## config.mk

```make
export PLATFORM = sky130hd
export DESIGN_NAME = flux_supervisor
export DESIGN_NICKNAME = d
export VERILOG_FILES = /design/src/include/fss_pkg.sv /design/src/design/flux_supervisor.sv /design/src/design/persist_timer.sv /design/src/design/polarity_history.sv
export VERILOG_INCLUDE_DIRS = /design/src /design/src/include
export SDC_FILE = /design/constraint.sdc
export NUM_CORES = 1
export LEC_CHECK = 0
export ABC_CLOCK_PERIOD_IN_PS = 5400
export BUFFER_PORTS_ARGS = -buffer_cell sky130_fd_sc_hd__buf_4
export CORE_ASPECT_RATIO = 2
export CORE_MARGIN = 2
export CORE_UTILIZATION = 39
export CTS_CLUSTER_SIZE = 16
export DETAILED_ROUTE_END_ITERATION = 8
export PLACE_DENSITY = 0.67
export REMOVE_ABC_BUFFERS = 1
export SYNTH_ARGS = -nofsm -noshare
export SYNTH_HDL_FRONTEND = slang
export SYNTH_SLANG_ARGS = --single-unit
```

## constraint.sdc

```tcl
create_clock -name core_clk -period 5.4 [get_ports core_clk]
set_input_delay 0.27 -clock core_clk [delete_from_list [all_inputs] [get_ports core_clk]]
set_output_delay 0.27 -clock core_clk [all_outputs]
set_load 0.02 [all_outputs]
```

## src/include/fss_defs.svh

```systemverilog
// Offsets, field positions, reset values and timing counts of the saturation supervisor
`ifndef FSS_DEFS_SVH
`define FSS_DEFS_SVH

`define FSS_CLK_PERIOD_NS     10
`define FSS_CEIL_CYC(ns)      (((ns) + `FSS_CLK_PERIOD_NS - 1) / `FSS_CLK_PERIOD_NS)
`define FSS_FLOOR_CYC(ns)     ((ns) / `FSS_CLK_PERIOD_NS)

`define FSS_SAT_CHECK_NS      4000
`define FSS_SAT_CHECK_CYC     `FSS_FLOOR_CYC(`FSS_SAT_CHECK_NS)
`define FSS_DEGAUSS_ARM_NS    25000
`define FSS_DEGAUSS_ARM_CYC   `FSS_CEIL_CYC(`FSS_DEGAUSS_ARM_NS)
`define FSS_DEGAUSS_ABORT_NS  25000
`define FSS_DEGAUSS_ABORT_CYC (`FSS_CEIL_CYC(`FSS_DEGAUSS_ABORT_NS) + 1)
`define FSS_DEGAUSS_NS        500000000
`define FSS_DEGAUSS_CYC       `FSS_FLOOR_CYC(`FSS_DEGAUSS_NS)
`define FSS_SEARCH_PHASE_NS   30000000
`define FSS_SEARCH_PHASE_CYC  `FSS_FLOOR_CYC(`FSS_SEARCH_PHASE_NS)
`define FSS_POWERUP_NS        80000
`define FSS_POWERUP_CYC       `FSS_CEIL_CYC(`FSS_POWERUP_NS)
`define FSS_BROWNOUT_NS       20000
`define FSS_BROWNOUT_CYC      (`FSS_CEIL_CYC(`FSS_BROWNOUT_NS) + 1)
`define FSS_OVERRANGE_NS      3000
`define FSS_OVERRANGE_CYC     `FSS_CEIL_CYC(`FSS_OVERRANGE_NS)

`define FSS_REG_CTRL          8'h00
`define FSS_REG_STATUS        8'h04
`define FSS_REG_OFFSET        8'h08
`define FSS_CTRL_RESET        1'h0
`define FSS_CTRL_DEGAUSS_BIT  0
`define FSS_ST_STATE_LSB      0
`define FSS_ST_SAT_BIT        8
`define FSS_ST_HIST_LSB       9
`define FSS_ST_FAULT_BIT      13
`define FSS_ST_FAULTLINE_BIT  14
`define FSS_ST_OVR_BIT        15
`define FSS_ST_OVRLINE_BIT    16
`define FSS_RESP_OKAY         2'h0
`define FSS_RESP_DECERR       2'h3

`endif

```

## src/include/fss_pkg.sv

```systemverilog
// Types and helper functions of the saturation supervisor
package fss_pkg;

  parameter int FLUX_W = 16;

  typedef enum logic [7:0] {
    SUP_START     = 8'h01,
    SUP_RUN       = 8'h02,
    SUP_OVERLOAD  = 8'h04,
    SUP_SEARCH_A  = 8'h08,
    SUP_SEARCH_B  = 8'h10,
    SUP_FAIL      = 8'h20,
    SUP_DG_MEAS   = 8'h40,
    SUP_DG_WAVE   = 8'h80
  } sup_state_type;

  typedef enum logic [1:0] {
    BR_LOOP     = 2'h0,
    BR_OVERRIDE = 2'h1,
    BR_RAILS    = 2'h2,
    BR_DEGAUSS  = 2'h3
  } bridge_mode_type;

  typedef struct packed {
    bridge_mode_type           mode;
    logic                      coilDriveA;
    logic                      coilDriveB;
    logic signed [FLUX_W-1:0]  level;
  } bridge_cmd_type;

  // Magnitude of a signed sample, exact for the most negative code
  function automatic logic [FLUX_W-1:0] magnitude(input logic signed [FLUX_W-1:0] x);
    magnitude = x[FLUX_W-1] ? FLUX_W'(~x + 1'b1) : FLUX_W'(x);
  endfunction

  // Clamp a one-bit-wider value into the sample range
  function automatic logic signed [FLUX_W-1:0] clampLevel(input logic signed [FLUX_W:0] x);
    if (x[FLUX_W] != x[FLUX_W-1]) begin
      clampLevel = x[FLUX_W] ? {1'b1, {(FLUX_W-1){1'b0}}} : {1'b0, {(FLUX_W-1){1'b1}}};
    end else begin
      clampLevel = x[FLUX_W-1:0];
    end
  endfunction

endpackage

```

## src/design/flux_supervisor.sv

```systemverilog
// Fluxgate saturation supervisor: overload override, search, degauss, fault flags
//
// Overview of operation
// - Keep polarities of the four latest samples above the 13 uT threshold.
// - Check fluxgate saturation once every 4 us.
// - On saturation drive full scale with the sign of the last valid polarity.
// - When saturation ends, hand the bridge back to the analog loop.
// - Treat the 1.7 mT trip as saturation and hold the fault flag meanwhile; the code only raises the overrange flag, fault flag and bridge untouched.
// - Request held high 25 us starts a 500 ms degauss cycle.
// - Fault flag stays low for the whole degauss cycle.
// - Request high at power-up starts degauss at once.
// - Request low for more than 25 us aborts a running degauss.
// - Degauss first measures the offset, then drives a cancelling alternating wave.
// - Saturated at start-up means search instead of degauss, whatever the request.
// - First search phase: drive A to supply, B to ground, 30 ms.
// - Leaving saturation during search ends it and enters closed-loop running.
// - Still saturated after the first phase: swap polarity and repeat.
// - Still saturated 60 ms after search start: stay in fault with flag low.
// - Fault flag low for the first 80 us after power-up.
// - Fault flag low when the supply stays under 2.4 V beyond 20 us.
// - Release the fault flag once no fault remains and running resumed.
// - Fault flag is open-drain, active low, wired-OR capable.
// - Overrange flag is open-drain, active low, suppressed for 3 us.
//
// Decided for this implementation: the register offsets and the AXI4-Lite slave port.
`timescale 1ns/1ps
`include "fss_defs.svh"
module flux_supervisor #(
  parameter int                         DEGAUSS_CYC  = `FSS_DEGAUSS_CYC,
  parameter int                         SEARCH_CYC   = `FSS_SEARCH_PHASE_CYC,
  parameter int                         POWERUP_CYC  = `FSS_POWERUP_CYC,
  parameter int                         MEAS_SHIFT   = 16,
  parameter int                         HALF_CYC     = 1000,
  parameter logic [fss_pkg::FLUX_W-1:0] POL_THRESH   = 16'h0100,
  parameter logic [fss_pkg::FLUX_W-1:0] AMP_STEP     = 16'h0004
) (
  input  wire logic                              core_clk,
  input  wire logic                              sys_rst,
  input  wire logic                              clkEn,
  input  wire logic signed [fss_pkg::FLUX_W-1:0] fluxSample,
  input  wire logic                              saturated,
  input  wire logic                              supplyLow,
  input  wire logic                              overrangeRaw,
  input  wire logic                              degauss_request,
  input  wire logic                              faultFlagIn,
  output logic                                   faultFlagOut,
  output logic                                   faultFlagOe,
  input  wire logic                              overrangeFlagIn,
  output logic                                   overrangeFlagOut,
  output logic                                   overrangeFlagOe,
  output fss_pkg::bridge_cmd_type                bridgeCmd,
  input  wire logic [31:0]                       awaddr,
  input  wire logic                              awvalid,
  output logic                                   awready,
  input  wire logic [31:0]                       wdata,
  input  wire logic [3:0]                        wstrb,
  input  wire logic                              wvalid,
  output logic                                   wready,
  output logic [1:0]                             bresp,
  output logic                                   bvalid,
  input  wire logic                              bready,
  input  wire logic [31:0]                       araddr,
  input  wire logic                              arvalid,
  output logic                                   arready,
  output logic [31:0]                            rdata,
  output logic [1:0]                             rresp,
  output logic                                   rvalid,
  input  wire logic                              rready
);
  localparam int W    = fss_pkg::FLUX_W;
  localparam int TW   = $clog2(DEGAUSS_CYC + 1);
  localparam int PW   = $clog2(POWERUP_CYC + 1);
  localparam int KW   = $clog2(`FSS_SAT_CHECK_CYC + 1);
  localparam int HW   = $clog2(HALF_CYC + 1);
  localparam int AW   = W + MEAS_SHIFT;

  initial begin
    if (SEARCH_CYC < 1 || DEGAUSS_CYC <= (1 << MEAS_SHIFT) || POWERUP_CYC < 1 || HALF_CYC < 1) begin
      $error("flux_supervisor: timing parameters out of range");
    end
    if (2 * SEARCH_CYC > DEGAUSS_CYC || MEAS_SHIFT > 24) begin
      $error("flux_supervisor: search time must fit the shared phase counter");
    end
  end

  typedef struct packed {
    fss_pkg::sup_state_type  st;
    logic [TW-1:0]           phaseCnt;
    logic [PW-1:0]           powerupCnt;
    logic                    powerupDone;
    logic [KW-1:0]           tickCnt;
    logic                    satSampled;
    logic                    armPrev;
    logic                    softDegauss;
    logic signed [AW-1:0]    offsetAcc;
    logic signed [W-1:0]     offset;
    logic [W-1:0]            amp;
    logic [HW-1:0]           halfCnt;
    logic                    wavePhase;
    fss_pkg::bridge_cmd_type bridge;
    logic                    faultOe;
    logic                    ovrOe;
    logic                    lineLow;
    logic                    awHeld;
    logic [31:0]             awAddr;
    logic                    wHeld;
    logic [31:0]             wData;
    logic [3:0]              wStrb;
    logic                    awReady;
    logic                    wReady;
    logic                    bValid;
    logic [1:0]              bResp;
    logic                    arReady;
    logic                    rValid;
    logic [31:0]             rData;
    logic [1:0]              rResp;
  } sup_reg_type;

  sup_reg_type s;
  sup_reg_type next_s;

  logic [3:0] history;
  logic       armReached;
  logic       abortReached;
  logic       brownout;
  logic       overrangeQual;
  logic       degaussLevel;

  // Request from the pin or from software
  assign degaussLevel = degauss_request | s.softDegauss;

  polarity_history #(
    .DEPTH (4)
  ) u_history (
    .core_clk   (core_clk),
    .sys_rst    (sys_rst),
    .clkEn      (clkEn),
    .fluxSample (fluxSample),
    .threshold  (POL_THRESH),
    .saturated  (saturated),
    .history    (history)
  );

  persist_timer #(.COUNT(`FSS_DEGAUSS_ARM_CYC)) u_arm (
    .core_clk (core_clk), .sys_rst (sys_rst), .clkEn (clkEn),
    .level    (degaussLevel), .reached (armReached)
  );
  persist_timer #(.COUNT(`FSS_DEGAUSS_ABORT_CYC)) u_abort (
    .core_clk (core_clk), .sys_rst (sys_rst), .clkEn (clkEn),
    .level    (!degaussLevel), .reached (abortReached)
  );
  persist_timer #(.COUNT(`FSS_BROWNOUT_CYC)) u_brown (
    .core_clk (core_clk), .sys_rst (sys_rst), .clkEn (clkEn),
    .level    (supplyLow), .reached (brownout)
  );
  persist_timer #(.COUNT(`FSS_OVERRANGE_CYC)) u_ovr (
    .core_clk (core_clk), .sys_rst (sys_rst), .clkEn (clkEn),
    .level    (overrangeRaw), .reached (overrangeQual)
  );

  // Register index decode shared by the read and the write path
  function automatic logic [1:0] regSel(input logic [31:0] addr);
    case (addr)
      32'(`FSS_REG_CTRL):   regSel = 2'h1;
      32'(`FSS_REG_STATUS): regSel = 2'h2;
      32'(`FSS_REG_OFFSET): regSel = 2'h3;
      default:              regSel = 2'h0;
    endcase
  endfunction

  // Full-scale override value with the sign of the newest valid polarity
  function automatic logic signed [W-1:0] fullScale(input logic positive);
    fullScale = positive ? {1'b0, {(W-1){1'b1}}} : {1'b1, {(W-1){1'b0}}};
  endfunction

  // Supervisor sequencing, flags and register slave
  always_comb begin
    logic [31:0]        status;
    logic signed [W:0]  waveSum;
    next_s = s;
    status = '0;
    waveSum = '0;

    // Periodic saturation check, first sample taken at start-up
    if (s.tickCnt == KW'(`FSS_SAT_CHECK_CYC - 1) || s.st == fss_pkg::SUP_START) begin
      next_s.tickCnt    = '0;
      next_s.satSampled = saturated;
    end else begin
      next_s.tickCnt = s.tickCnt + 1'b1;
    end

    // Power-up blanking of the fault flag
    if (!s.powerupDone) begin
      next_s.powerupCnt = s.powerupCnt + 1'b1;
      if (s.powerupCnt == PW'(POWERUP_CYC - 1)) begin
        next_s.powerupDone = 1'b1;
      end
    end

    next_s.armPrev = armReached;
    next_s.phaseCnt = s.phaseCnt + 1'b1;

    case (s.st)
      fss_pkg::SUP_START: begin
        next_s.phaseCnt = '0;
        next_s.offsetAcc = '0;
        if (saturated) begin
          next_s.st = fss_pkg::SUP_SEARCH_A;
        end else if (degaussLevel) begin
          next_s.st = fss_pkg::SUP_DG_MEAS;
        end else begin
          next_s.st = fss_pkg::SUP_RUN;
        end
      end
      fss_pkg::SUP_RUN: begin
        next_s.phaseCnt = '0;
        next_s.offsetAcc = '0;
        if (s.satSampled) begin
          next_s.st = fss_pkg::SUP_OVERLOAD;
        end else if (armReached && !s.armPrev) begin
          next_s.st = fss_pkg::SUP_DG_MEAS;
        end
      end
      fss_pkg::SUP_OVERLOAD: begin
        if (!s.satSampled) begin
          next_s.st = fss_pkg::SUP_RUN;
        end
      end
      fss_pkg::SUP_SEARCH_A: begin
        if (!s.satSampled && s.phaseCnt != '0) begin
          next_s.st = fss_pkg::SUP_RUN;
        end else if (s.phaseCnt == TW'(SEARCH_CYC - 1)) begin
          next_s.st = fss_pkg::SUP_SEARCH_B;
          next_s.phaseCnt = '0;
        end
      end
      fss_pkg::SUP_SEARCH_B: begin
        if (!s.satSampled) begin
          next_s.st = fss_pkg::SUP_RUN;
        end else if (s.phaseCnt == TW'(SEARCH_CYC - 1)) begin
          next_s.st = fss_pkg::SUP_FAIL;
        end
      end
      fss_pkg::SUP_FAIL: begin
        next_s.phaseCnt = '0;
        if (!s.satSampled) begin
          next_s.st = fss_pkg::SUP_RUN;
        end
      end
      fss_pkg::SUP_DG_MEAS: begin
        next_s.offsetAcc = s.offsetAcc + AW'(fluxSample);
        if (abortReached) begin
          next_s.st = fss_pkg::SUP_RUN;
        end else if (s.phaseCnt == TW'((1 << MEAS_SHIFT) - 1)) begin
          next_s.st = fss_pkg::SUP_DG_WAVE;
          next_s.offset = W'(next_s.offsetAcc >>> MEAS_SHIFT);
          next_s.amp = {1'b0, {(W-1){1'b1}}};
          next_s.halfCnt = '0;
        end
      end
      fss_pkg::SUP_DG_WAVE: begin
        if (s.halfCnt == HW'(HALF_CYC - 1)) begin
          next_s.halfCnt = '0;
          next_s.wavePhase = !s.wavePhase;
          next_s.amp = (s.amp > AMP_STEP) ? s.amp - AMP_STEP : '0;
        end else begin
          next_s.halfCnt = s.halfCnt + 1'b1;
        end
        if (abortReached || s.phaseCnt == TW'(DEGAUSS_CYC - 1)) begin
          next_s.st = fss_pkg::SUP_RUN;
        end
      end
      default: begin
        next_s.st = fss_pkg::SUP_START;
      end
    endcase

    // Bridge command for the state being entered
    next_s.bridge.mode = fss_pkg::BR_LOOP;
    next_s.bridge.coilDriveA = 1'b0;
    next_s.bridge.coilDriveB = 1'b0;
    next_s.bridge.level = '0;
    case (next_s.st)
      fss_pkg::SUP_OVERLOAD: begin
        next_s.bridge.mode = fss_pkg::BR_OVERRIDE;
        next_s.bridge.level = fullScale(history[0]);
      end
      fss_pkg::SUP_SEARCH_A: begin
        next_s.bridge.mode = fss_pkg::BR_RAILS;
        next_s.bridge.coilDriveA = 1'b1;
      end
      fss_pkg::SUP_SEARCH_B: begin
        next_s.bridge.mode = fss_pkg::BR_RAILS;
        next_s.bridge.coilDriveB = 1'b1;
      end
      fss_pkg::SUP_DG_MEAS: begin
        next_s.bridge.mode = fss_pkg::BR_DEGAUSS;
      end
      fss_pkg::SUP_DG_WAVE: begin
        waveSum = (next_s.wavePhase ? -$signed({1'b0, next_s.amp}) : $signed({1'b0, next_s.amp}))
                  - (W+1)'(next_s.offset);
        next_s.bridge.mode = fss_pkg::BR_DEGAUSS;
        next_s.bridge.level = fss_pkg::clampLevel(waveSum);
      end
      default: begin
        next_s.bridge.mode = fss_pkg::BR_LOOP;
      end
    endcase

    // Fault flag pulls low in power-up, brownout or any state but run; overrange flag on qualified overrange
    next_s.faultOe = !next_s.powerupDone || brownout ||
                     (next_s.st != fss_pkg::SUP_RUN);
    next_s.ovrOe = overrangeQual;
    next_s.lineLow = 1'b0;

    status[`FSS_ST_STATE_LSB +: 8]  = s.st;
    status[`FSS_ST_SAT_BIT]         = s.satSampled;
    status[`FSS_ST_HIST_LSB +: 4]   = history;
    status[`FSS_ST_FAULT_BIT]       = s.faultOe;
    status[`FSS_ST_FAULTLINE_BIT]   = faultFlagIn;
    status[`FSS_ST_OVR_BIT]         = s.ovrOe;
    status[`FSS_ST_OVRLINE_BIT]     = overrangeFlagIn;

    // Write channel: address and data taken in either order
    if (awvalid && s.awReady) begin
      next_s.awHeld = 1'b1;
      next_s.awAddr = awaddr;
    end
    if (wvalid && s.wReady) begin
      next_s.wHeld = 1'b1;
      next_s.wData = wdata;
      next_s.wStrb = wstrb;
    end
    if (s.bValid && bready) begin
      next_s.bValid = 1'b0;
    end
    if (next_s.awHeld && next_s.wHeld && !next_s.bValid) begin
      next_s.awHeld = 1'b0;
      next_s.wHeld = 1'b0;
      next_s.bValid = 1'b1;
      next_s.bResp = `FSS_RESP_OKAY;
      case (regSel(next_s.awAddr))
        2'h1: begin
          if (next_s.wStrb[0]) begin
            next_s.softDegauss = next_s.wData[`FSS_CTRL_DEGAUSS_BIT];
          end
        end
        2'h0: begin
          next_s.bResp = `FSS_RESP_DECERR;
        end
        default: begin
          next_s.bResp = `FSS_RESP_OKAY;
        end
      endcase
    end
    next_s.awReady = !next_s.awHeld && !next_s.bValid;
    next_s.wReady = !next_s.wHeld && !next_s.bValid;

    // Read channel: one cycle from address to data
    if (s.rValid && rready) begin
      next_s.rValid = 1'b0;
    end
    if (arvalid && s.arReady) begin
      next_s.rValid = 1'b1;
      next_s.rResp = `FSS_RESP_OKAY;
      case (regSel(araddr))
        2'h1: next_s.rData = {31'h0, s.softDegauss};
        2'h2: next_s.rData = status;
        2'h3: next_s.rData = 32'($signed(s.offset));
        default: begin
          next_s.rData = 32'h0;
          next_s.rResp = `FSS_RESP_DECERR;
        end
      endcase
    end
    next_s.arReady = !next_s.rValid;
  end

  // State register with reset value of the fault flag held asserted
  always_ff @(posedge core_clk) begin
    if (sys_rst) begin
      s <= '0;
      s.st <= fss_pkg::SUP_START;
      s.softDegauss <= `FSS_CTRL_RESET;
      s.faultOe <= 1'b1;
      s.awReady <= 1'b1;
      s.wReady <= 1'b1;
      s.arReady <= 1'b1;
    end else if (clkEn) begin
      s <= next_s;
    end
  end

  assign faultFlagOut     = s.lineLow;
  assign faultFlagOe      = s.faultOe;
  assign overrangeFlagOut = s.lineLow;
  assign overrangeFlagOe  = s.ovrOe;
  assign bridgeCmd        = s.bridge;
  assign awready          = s.awReady;
  assign wready           = s.wReady;
  assign bresp            = s.bResp;
  assign bvalid           = s.bValid;
  assign arready          = s.arReady;
  assign rdata            = s.rData;
  assign rresp            = s.rResp;
  assign rvalid           = s.rValid;
endmodule

```

## src/design/persist_timer.sv

```systemverilog
// Qualifier that reports a level held high for a minimum number of cycles
`timescale 1ns/1ps
module persist_timer #(
  parameter int COUNT = 4
) (
  input  wire logic core_clk,
  input  wire logic sys_rst,
  input  wire logic clkEn,
  input  wire logic level,
  output logic      reached
);
  localparam int CW = $clog2(COUNT + 1);

  typedef struct packed {
    logic [CW-1:0] cnt;
    logic          reached;
  } pt_state_type;

  pt_state_type s;
  pt_state_type next_s;

  initial begin
    if (COUNT < 1) $error("persist_timer COUNT must be at least 1");
  end

  // Count while high, stop at the limit, clear on any low cycle
  always_comb begin
    next_s = s;
    if (!level) begin
      next_s.cnt     = '0;
      next_s.reached = 1'b0;
    end else if (s.cnt != CW'(COUNT)) begin
      next_s.cnt = s.cnt + 1'b1;
    end
    next_s.reached = level && (next_s.cnt == CW'(COUNT));
  end

  always_ff @(posedge core_clk) begin
    if (sys_rst) begin
      s <= '0;
    end else if (clkEn) begin
      s <= next_s;
    end
  end

  assign reached = s.reached;
endmodule

```

## src/design/polarity_history.sv

```systemverilog
// Shift store of the polarities of the latest strong unsaturated fluxgate samples
`timescale 1ns/1ps
module polarity_history #(
  parameter int DEPTH = 4
) (
  input  wire logic                              core_clk,
  input  wire logic                              sys_rst,
  input  wire logic                              clkEn,
  input  wire logic signed [fss_pkg::FLUX_W-1:0] fluxSample,
  input  wire logic [fss_pkg::FLUX_W-1:0]        threshold,
  input  wire logic                              saturated,
  output logic [DEPTH-1:0]                       history
);
  typedef struct packed {
    logic [DEPTH-1:0] hist;
  } ph_state_type;

  ph_state_type s;
  ph_state_type next_s;

  initial begin
    if (DEPTH < 2) $error("polarity_history DEPTH must be at least 2");
  end

  // Bit 0 holds the newest polarity, 1 meaning positive
  always_comb begin
    next_s = s;
    if (!saturated && fss_pkg::magnitude(fluxSample) > threshold) begin
      next_s.hist = {s.hist[DEPTH-2:0], ~fluxSample[fss_pkg::FLUX_W-1]};
    end
  end

  always_ff @(posedge core_clk) begin
    if (sys_rst) begin
      s <= '0;
    end else if (clkEn) begin
      s <= next_s;
    end
  end

  assign history = s.hist;
endmodule

```

==> results of run 1 <==
-- power breakdown --
| group | switching [uW] | leakage [uW] | total, uW | internal (uW) |
|---|---|---|---|---|
| Sequential | 35.2 | 0.00219 | 2070 | 2030 |
| Combinational | 502 | 0.00595 | 910 | 408 |
| Clock | 839 | 0.000427 | 1950 | 1110 |
| Total | 1380 | 0.00856 | 4930 | 3550 |
-- per-stage QoR --
step	utilization (%)	TNS, ns
2_1_floorplan	-	-4.664
3_3_place_gp	45.67	-3.263
3_5_place_dp	45.67	-4.816
4_1_cts	48.99	0
5_1_grt	49.42	-2.831
6_report	49.42	0
-- per-layer routing --
layer | share of wire, % | track usage [%] | vias up
met5 | 0 | 0 | -
met4 | 7.5 | 16.06 | 0
met3 | 5.0 | 2.699 | 193
met2 | 53 | 44.49 | 572
met1 | 35 | 22.08 | 7960
li1 | - | - | 8251
-- cell usage in the layout, fill, tap and decap left out, types with 8 or more instances in the layout --
master	count
a21o_1	34
and4_1	12
or2_2	8
o21ai_0	69
a211oi_2	8
dfxtp_1	269
nor3b_1	12
xnor2_1	53
a311oi_1	8
or3_1	19
a21oi_1	176
nor2_1	311
nand3b_1	12
nor2b_1	15
a22oi_1	32
xor2_1	66
nor3_1	71
clkbuf_16	27
nand3_1	68
a211oi_1	31
nor4_1	43
and3_1	20
nand2b_1	21
buf_4	380
mux2i_1	49
o21a_1	14
dlygate4sd3_1	33
a31oi_1	9
nand2_1	231
nand4_1	41
inv_1	43
ha_1	61
-- worst max-delay path, cell delays in order (launching register included) --
cell and delay [ns]:
dfxtp_2 0.32, or4_4 0.53, or2_4 0.27, nor2_4 0.09, nand2_2 0.09, a21oi_2 0.18, ha_2 0.21, o21ai_2 0.06
a211oi_2 0.19, nand4_1 0.16, or3_4 0.39, o21ai_1 0.17, xor2_1 0.22, ha_1 0.28, a21oi_1 0.16, o21ai_1 0.13
a22o_1 0.22, a31oi_2 0.18, a21oi_1 0.10, o21a_1 0.18, nor2_1 0.08, buf_4 0.14, xnor2_4 0.16, mux2_1 0.37
nor4_2 0.27, o32ai_1 0.10
-- repair_timing --
action | 4_1_cts | 5_1_grt
buffers inserted | 3 | 3
pin swaps | 12 | 16
hold endpoints to repair | 33 | 0
resized for setup | 37 | 42
endpoints found under the setup margin | 16 | 16
hold buffers | 33 | 0
-- synthesized netlist by cell type, types with 13 or more instances --
| cell | count | share of area, % |
|---|---|---|
| nand4_1 | 41 | 1.5 |
| xor2_1 | 68 | 3.6 |
| ha_1 | 64 | 4.8 |
| a211oi_1 | 37 | 1.7 |
| xnor2_1 | 54 | 2.8 |
| o21ai_0 | 75 | 2.2 |
| or3_1 | 20 | 0.75 |
| nor3_1 | 77 | 2.3 |
| nand2_1 | 235 | 5.3 |
| nand3_1 | 68 | 2.0 |
| a21oi_1 | 183 | 5.5 |
| buf_4 | 60 | 2.7 |
| mux2i_1 | 50 | 3.0 |
| clkbuf_1 | 92 | 2.1 |
| a22oi_1 | 32 | 1.4 |
| a21o_1 | 34 | 1.5 |
| and4_1 | 13 | 0.68 |
| nand2b_1 | 21 | 0.79 |
| nor4_1 | 45 | 1.7 |
| inv_1 | 43 | 0.97 |
| dfxtp_1 | 270 | 32 |
| and3_1 | 20 | 0.75 |
| o21a_1 | 14 | 0.63 |
| nor2_1 | 319 | 7.2 |
| nor2b_1 | 15 | 0.56 |
-- final timing paths --
| path | start | endpoint | slack [ns] |
|---|---|---|---|
| min | arvalid | arready$_SDFFE_PP1P_ | 0.03 |
| min reg2reg | s[83]$_SDFFE_PP0P_ | s[83]$_SDFFE_PP0P_ | 0.46 |
| max | s[149]$_SDFFE_PP0P_ | bridgeCmd[7]$_SDFFE_PP0P_ | 0.002 |
| max reg2reg | s[149]$_SDFFE_PP0P_ | bridgeCmd[7]$_SDFFE_PP0P_ | 0.002 |
-- cells by family (layout without fill, tap and decap cells) --
| kind of cell | after synthesis | in the layout |
|---|---|---|
| AOI/OAI and AO/OA | 492 | 492 |
| xor gates and xnor gates | 125 | 125 |
| adders and majority gates | 66 | 66 |
| buffers and inverters | 206 | 509 |
| DFF | 270 | 270 |
| muxes | 54 | 54 |
| other | 1 | 2 |
| and+or+nand+nor | 951 | 951 |
-- flip-flops by register name, indices dropped and copies added, names as in the netlist, 4 cells and up --
signal	cells
u_abort.s	12
s	171
bridgeCmd	20
rdata	18
u_ovr.s	9
u_history.history	4
u_brown.s	11
u_arm.s	12
-- final cells by class --
type,count,share of cell area (%)
inverters,45,0.8054
flip-flops and latches,270,25.78
clock buffers,34,3.490
repair buffers,416,15.34
multi-input cells,1690,50.53
well taps,545,3.251
clock inverters,14,0.8054
==> summary.txt, run 1 <==
complex-gate fraction of the synthesized area -> 18.84%
# diodes -> 0
Final Cycle Share -> 99.97%
pin count of the biggest net entering global routing -> 95
critical path class -> reg -> reg
vias in the first global route -> 17090
R2R cell count -> 25
grt ovf -> 0
Critical Path AT -> 5.80 ns
# clock sinks -> 270
power per cell area -> 234.9 nW/um2
Final Hold Vio Count -> 0
Synth Warn # -> 0
DRC -> 0
Ports -> 195
hold slack -> 0.03260 ns
PnR Total Power -> 4926 uW
post-synthesis simple-gate area fraction -> 27.54%
RSZ-0062 raised after global routing -> true
Highest Clock Rate -> 185.2 MHz
initial core utilization -> 39.33%
Vias -> 16980
Place WS -> -0.4129 ns
first-pass GRT wire length -> 83150 um
clk_lat worst skew -> 0.56 ns
Clock transition at path regs -> 0.07 ns
CP Launch Type -> flop
clk_skew -> 0.01488 ns
Die X-Extent -> 150.3 um
filler instances -> 4076
Slew @ Worst Pin -> 1.226 ns
Cell Rows -> 107
post-synth cell types -> 93
initial antenna violation count -> 0
fin. max-slew vios -> 0
DP HPWL -> 39380 um
main combinational cell family by area after synthesis -> simple AND/OR/NAND/NOR gates
fin worst setup slack -> 0.001591 ns
Syn-to-layout area delta -> 25.66%
area of placed instances -> 19380 um2
final non-filler cell total -> 3014
synthesized instance count -> 2165
initial DRC count -> 807
Mean Syn Cell Area -> 7.709 um2
worst-path fanout max -> 6
area of the multi-input gates -> 10600 um2
mux cell area share after synthesis -> 3.314%
number of synthesized register bits -> 270
sequential share of the synthesized area -> 32.39%
CTS H-Tree Depth -> 1
post-layout instance area -> 20970 um2
total CTS buffers -> 26
Post-Syn Area -> 16690 um2
I/O Buffers -> 158
Die Y -> 296.6 um
adder-cell share of the synthesized area -> 5.038%
prevailing post-synth register cell -> dfxtp_1
CTS max path bufs -> 3
post-synthesis async set-or-reset flop share -> 0%
Setup-failing EPs final -> 0
layout cell share with drive strength beyond 1 -> 21.30%
Placer Congestion -> 0.9712
number of routed nets with antenna violations -> 0
CP Capture Type -> flop
Rel. slew slack -> 18.20%
leakage power -> 0.008562 uW
Worst Hold Depth -> 3
XOR/XNOR share of the synthesized area -> 6.837%
Wirelength per Cell -> 17.37 um
nets -> 2645
Reg area -> 5406 um2
Core Box Area -> 42440 um2
Tot GR Track Use -> 23.04%
Hold/Removal Path Class -> in -> reg
vias per inst -> 5.632
WL final -> 52370 um
Die Footprint -> 44560 um2
outcome -> finished, final reports clean
critical path required time -> 5.80 ns
Root Driver -> clkbuf_16
minimum clock period after layout -> 5.398 ns
Max VDD drop -> 0.2122 mV
number of flops mapped to enable cells by yosys -> 0
DR pass1 iterations -> 6
post-placement cell count -> 2927
CTS tree -> built
max_cap viols -> 0
No activity file was read; power rests on OpenSTA's default activity.
==> inputs of run 2 (changes only) <==
Settings changed: CORE_ASPECT_RATIO 2 to 1.75.
==> run 2 against run 1 <==
Net effect: clock skew rose by 0.0026 ns; critical path depth grew 1; count of clock-buffer cells in the layout increased by 7; largest cell class unchanged; combinational power down 1%; final area shrank 1.1%; final cell count shrank 0.70%; non-clock buffer count fell by 39; sequential power is essentially flat; first-iteration DRC count decreased by 5.2%; the run now ends with negative setup slack left.
==> summary.txt, run 2 (synthesized netlist as in run 1, its figures left out) <==
R2R Path End -> bridgeCmd[11]$_SDFFE_PP0P_ (was bridgeCmd[7]$_SDFFE_PP0P_)
Ports -> 195 (unchanged)
number of routed nets with antenna violations -> 0 (unchanged)
fin worst setup slack -> -0.03593 ns (was 0.001591 ns)
vias per inst -> 5.534 (was 5.632)
filler instances -> 4038 (was 4076)
Final Cycle Share -> 100.7% (was 99.97%)
Clk pwr share -> 39.3% (was 39.5%)
total CTS buffers -> 28 (was 26)
WL final -> 50520 um (was 52370 um)
CP Launch Type -> flop (unchanged)
Worst Hold Depth -> 3 (unchanged)
Largest register FFs -> 171 (unchanged)
initial DRC count -> 765 (was 807)
HP Start -> arvalid (unchanged)
Die Footprint -> 44530 um2 (was 44560 um2)
vias in the first global route -> 16560 (was 17090)
initial antenna violation count -> 0 (unchanged)
critical path required time -> 5.87 ns (was 5.80 ns)
CTS max path bufs -> 3 (unchanged)
DRC -> 0 (unchanged)
Slew @ Worst Pin -> 1.181 ns (was 1.226 ns)
initial core utilization -> 39.35% (was 39.33%)
# clock sinks -> 270 (unchanged)
Max stage delay on crit path -> 0.53 ns (about the same)
Vias -> 16560 (was 16980)
DP HPWL -> 37360 um (was 39380 um)
RSZ-0062 raised after global routing -> true (unchanged)
Max VDD drop -> 0.2137 mV (was 0.2122 mV)
Syn-to-layout area delta -> 24.29% (was 25.66%)
Die X-Extent -> 160.4 um (was 150.3 um)
PnR Total Power -> 4899 uW (was 4926 uW)
layout cell share with drive strength beyond 1 -> 19.86% (was 21.30%)
first-pass GRT wire length -> 81400 um (was 83150 um)
power per cell area -> 236.2 nW/um2 (was 234.9 nW/um2)
I/O Buffers -> 158 (unchanged)
CTS tree -> built (unchanged)
Reg area -> 5408 um2 (was 5406 um2)
Rel. slew slack -> 21.17% (was 18.20%)
DR pass1 iterations -> 5 (was 6)
leakage power -> 0.008394 uW (was 0.008562 uW)
sw frac -> 27.83% (was 27.95%)
Tot GR Track Use -> 22.08% (was 23.04%)
area of the multi-input gates -> 10620 um2 (was 10600 um2)
outcome -> finished, violations left (was finished, final reports clean)
Critical Path AT -> 5.91 ns (was 5.80 ns)
critical path class -> reg -> reg (unchanged)
worst path buffer plus inverter count -> 2 (was 1)
Final Hold Vio Count -> 0 (unchanged)
CP Capture Type -> flop (unchanged)
R2R setup slack -> -0.04 ns (was 0.002 ns)
CTS H-Tree Depth -> 1 (unchanged)
Core Box Area -> 42420 um2 (was 42440 um2)
Clock transition at path regs -> 0.07 ns (about the same)
Cell Rows -> 100 (was 107)
clk_lat worst skew -> 0.56 ns (about the same)
max_cap viols -> 0 (unchanged)
reg2reg start -> s[149]$_SDFFE_PP0P_ (unchanged)
nets -> 2609 (was 2645)
sequential power share -> 42.3% (was 42.0%)
Worst Hold Endpoint -> arready$_SDFFE_PP1P_ (unchanged)
Hold/Removal Path Class -> in -> reg (unchanged)
Highest Clock Rate -> 184.0 MHz (was 185.2 MHz)
Top reg by flops -> s (unchanged)
most frequent cells in the layout -> 338 x buf_4, 313 x nor2_1, 268 x dfxtp_1, 232 x nand2_1, 173 x a21oi_1 (was 380 x buf_4, 311 x nor2_1, 269 x dfxtp_1, 231 x nand2_1, 176 x a21oi_1)
hold slack -> 0.03556 ns (was 0.03260 ns)
slowest cell on the critical path -> or4_4 (unchanged)
leading cell type in the layout, fill and taps excluded -> buf_4 (unchanged)
pin count of the biggest net entering global routing -> 86 (was 95)
clk_skew -> 0.01744 ns (was 0.01488 ns)
failing checks -> negative setup slack
post-route setup TNS -> -0.1049 ns (was 0 ns)
minimum clock period after layout -> 5.436 ns (was 5.398 ns)
Setup-failing EPs final -> 4 (was 0)
P_int -> 3535 uW (was 3549 uW)
Die Y -> 277.7 um (was 296.6 um)
Gate power share -> 18.3% (was 18.5%)
Wirelength per Cell -> 16.88 um (was 17.37 um)
Placer Congestion -> 0.9455 (was 0.9712)
Sw Pwr -> 1363 uW (was 1377 uW)
fin. max-slew vios -> 0 (unchanged)
grt ovf -> 0 (unchanged)
# diodes -> 0 (unchanged)
Root Driver -> clkbuf_16 (unchanged)
worst-path fanout max -> 8 (was 6)
CP delay by family, top -> simple AND/OR/NAND/NOR gates (unchanged)
R2R cell count -> 26 (was 25)
run 2: cell count changes in the layout (fill, tap and decap cells not counted), moves of 3 or more:
| cell | before | now |
|---|---|---|
| clkbuf_1 | 4 | 7 |
| nor3_2 | 7 | 2 |
| clkinvlp_4 | 5 | 1 |
| buf_4 | 380 | 338 |
| nor2_4 | 6 | 3 |
| a21oi_1 | 176 | 173 |
| o21ai_1 | 7 | 11 |
| nor3_1 | 71 | 75 |
| a21oi_2 | 6 | 10 |
run 2: cell type report:
class / count / area share (%)
Multi-Input combinational cell: 1691 / 51.21
Sequential cell: 270 / 26.07
Timing Repair Buffer: 377 / 14.19
Clock buffer: 41 / 3.957
Tap cell: 561 / 3.384
Inverter: 45 / 0.8143
Clock inverter: 8 / 0.3800
run 2: how the worst max path moves through the flow:
stage                                    from                    endpoint  slack, ns  depth (start not counted)
after floorplan           s[261]$_SDFFE_PP1P_   bridgeCmd[7]$_SDFFE_PP0P_      -0.38                         24
after global placement    s[149]$_SDFFE_PP0P_   bridgeCmd[4]$_SDFFE_PP0P_      -0.24                         25
after detailed placement  s[149]$_SDFFE_PP0P_  bridgeCmd[11]$_SDFFE_PP0P_      -0.44                         25
after CTS                 s[149]$_SDFFE_PP0P_  bridgeCmd[11]$_SDFFE_PP0P_      -0.01                         25
after global routing      s[149]$_SDFFE_PP0P_  bridgeCmd[13]$_SDFFE_PP0P_      -0.35                         25
final                     s[149]$_SDFFE_PP0P_  bridgeCmd[11]$_SDFFE_PP0P_      -0.04                         26
run 2: what timing repair did:
| item | in CTS | in global routing |
|---|---|---|
| buffers inserted | 11 | 6 |
| hold endpoints to repair | 34 | 0 |
| pin swaps | 16 | 23 |
| resized for setup | 29 | 50 |
| hold buffers | 34 | 0 |
| gates cloned | 0 | 1 |
| setup endpoints to repair | 16 | 16 |
run 2: layer usage:
| layer | GRT usage, % | vias to the layer above | part of all wire [%] |
|---|---|---|---|
| met5 | 0 | - | 0 |
| met4 | 11.55 | 0 | 5.5 |
| met3 | 2.901 | 142 | 4.5 |
| met2 | 43.73 | 465 | 53 |
| met1 | 21.95 | 7791 | 37 |
| li1 | - | 8166 | - |
run 2: through the flow:
step | std cells | util (%) | cell area (um2) | worst slack (ns)
2_1_floorplan | 2005 | - | 15860 | -0.3827
3_5_place_dp | 2893 | 44.90 | 19050 | -0.4405
3_3_place_gp | 2893 | 44.90 | 19050 | -0.2401
6_report | 2993 | 48.91 | 20740 | -0.03593
4_1_cts | 2987 | 48.36 | 20510 | -0.01039
5_1_grt | 2993 | 48.91 | 20740 | -0.3506
run 2: worst min-delay path: cells and delay by family:
family / cells / cell delay, ns
AO/OA/AOI/OAI: 1 / 0.14
AND/OR/NAND/NOR: 1 / 0.04
buffers and inverters: 1 / 0.10
run 2: power groups by stage:
stage               Sequential, uW  Clock (uW)  Combinational (uW)
finish                        2070        1930                 898
global route                  2080        2050                 971
CTS                           2070        1980                 850
detailed placement            2120           0                 783
global placement              2110           0                 770
floorplan                     2120           0                 403
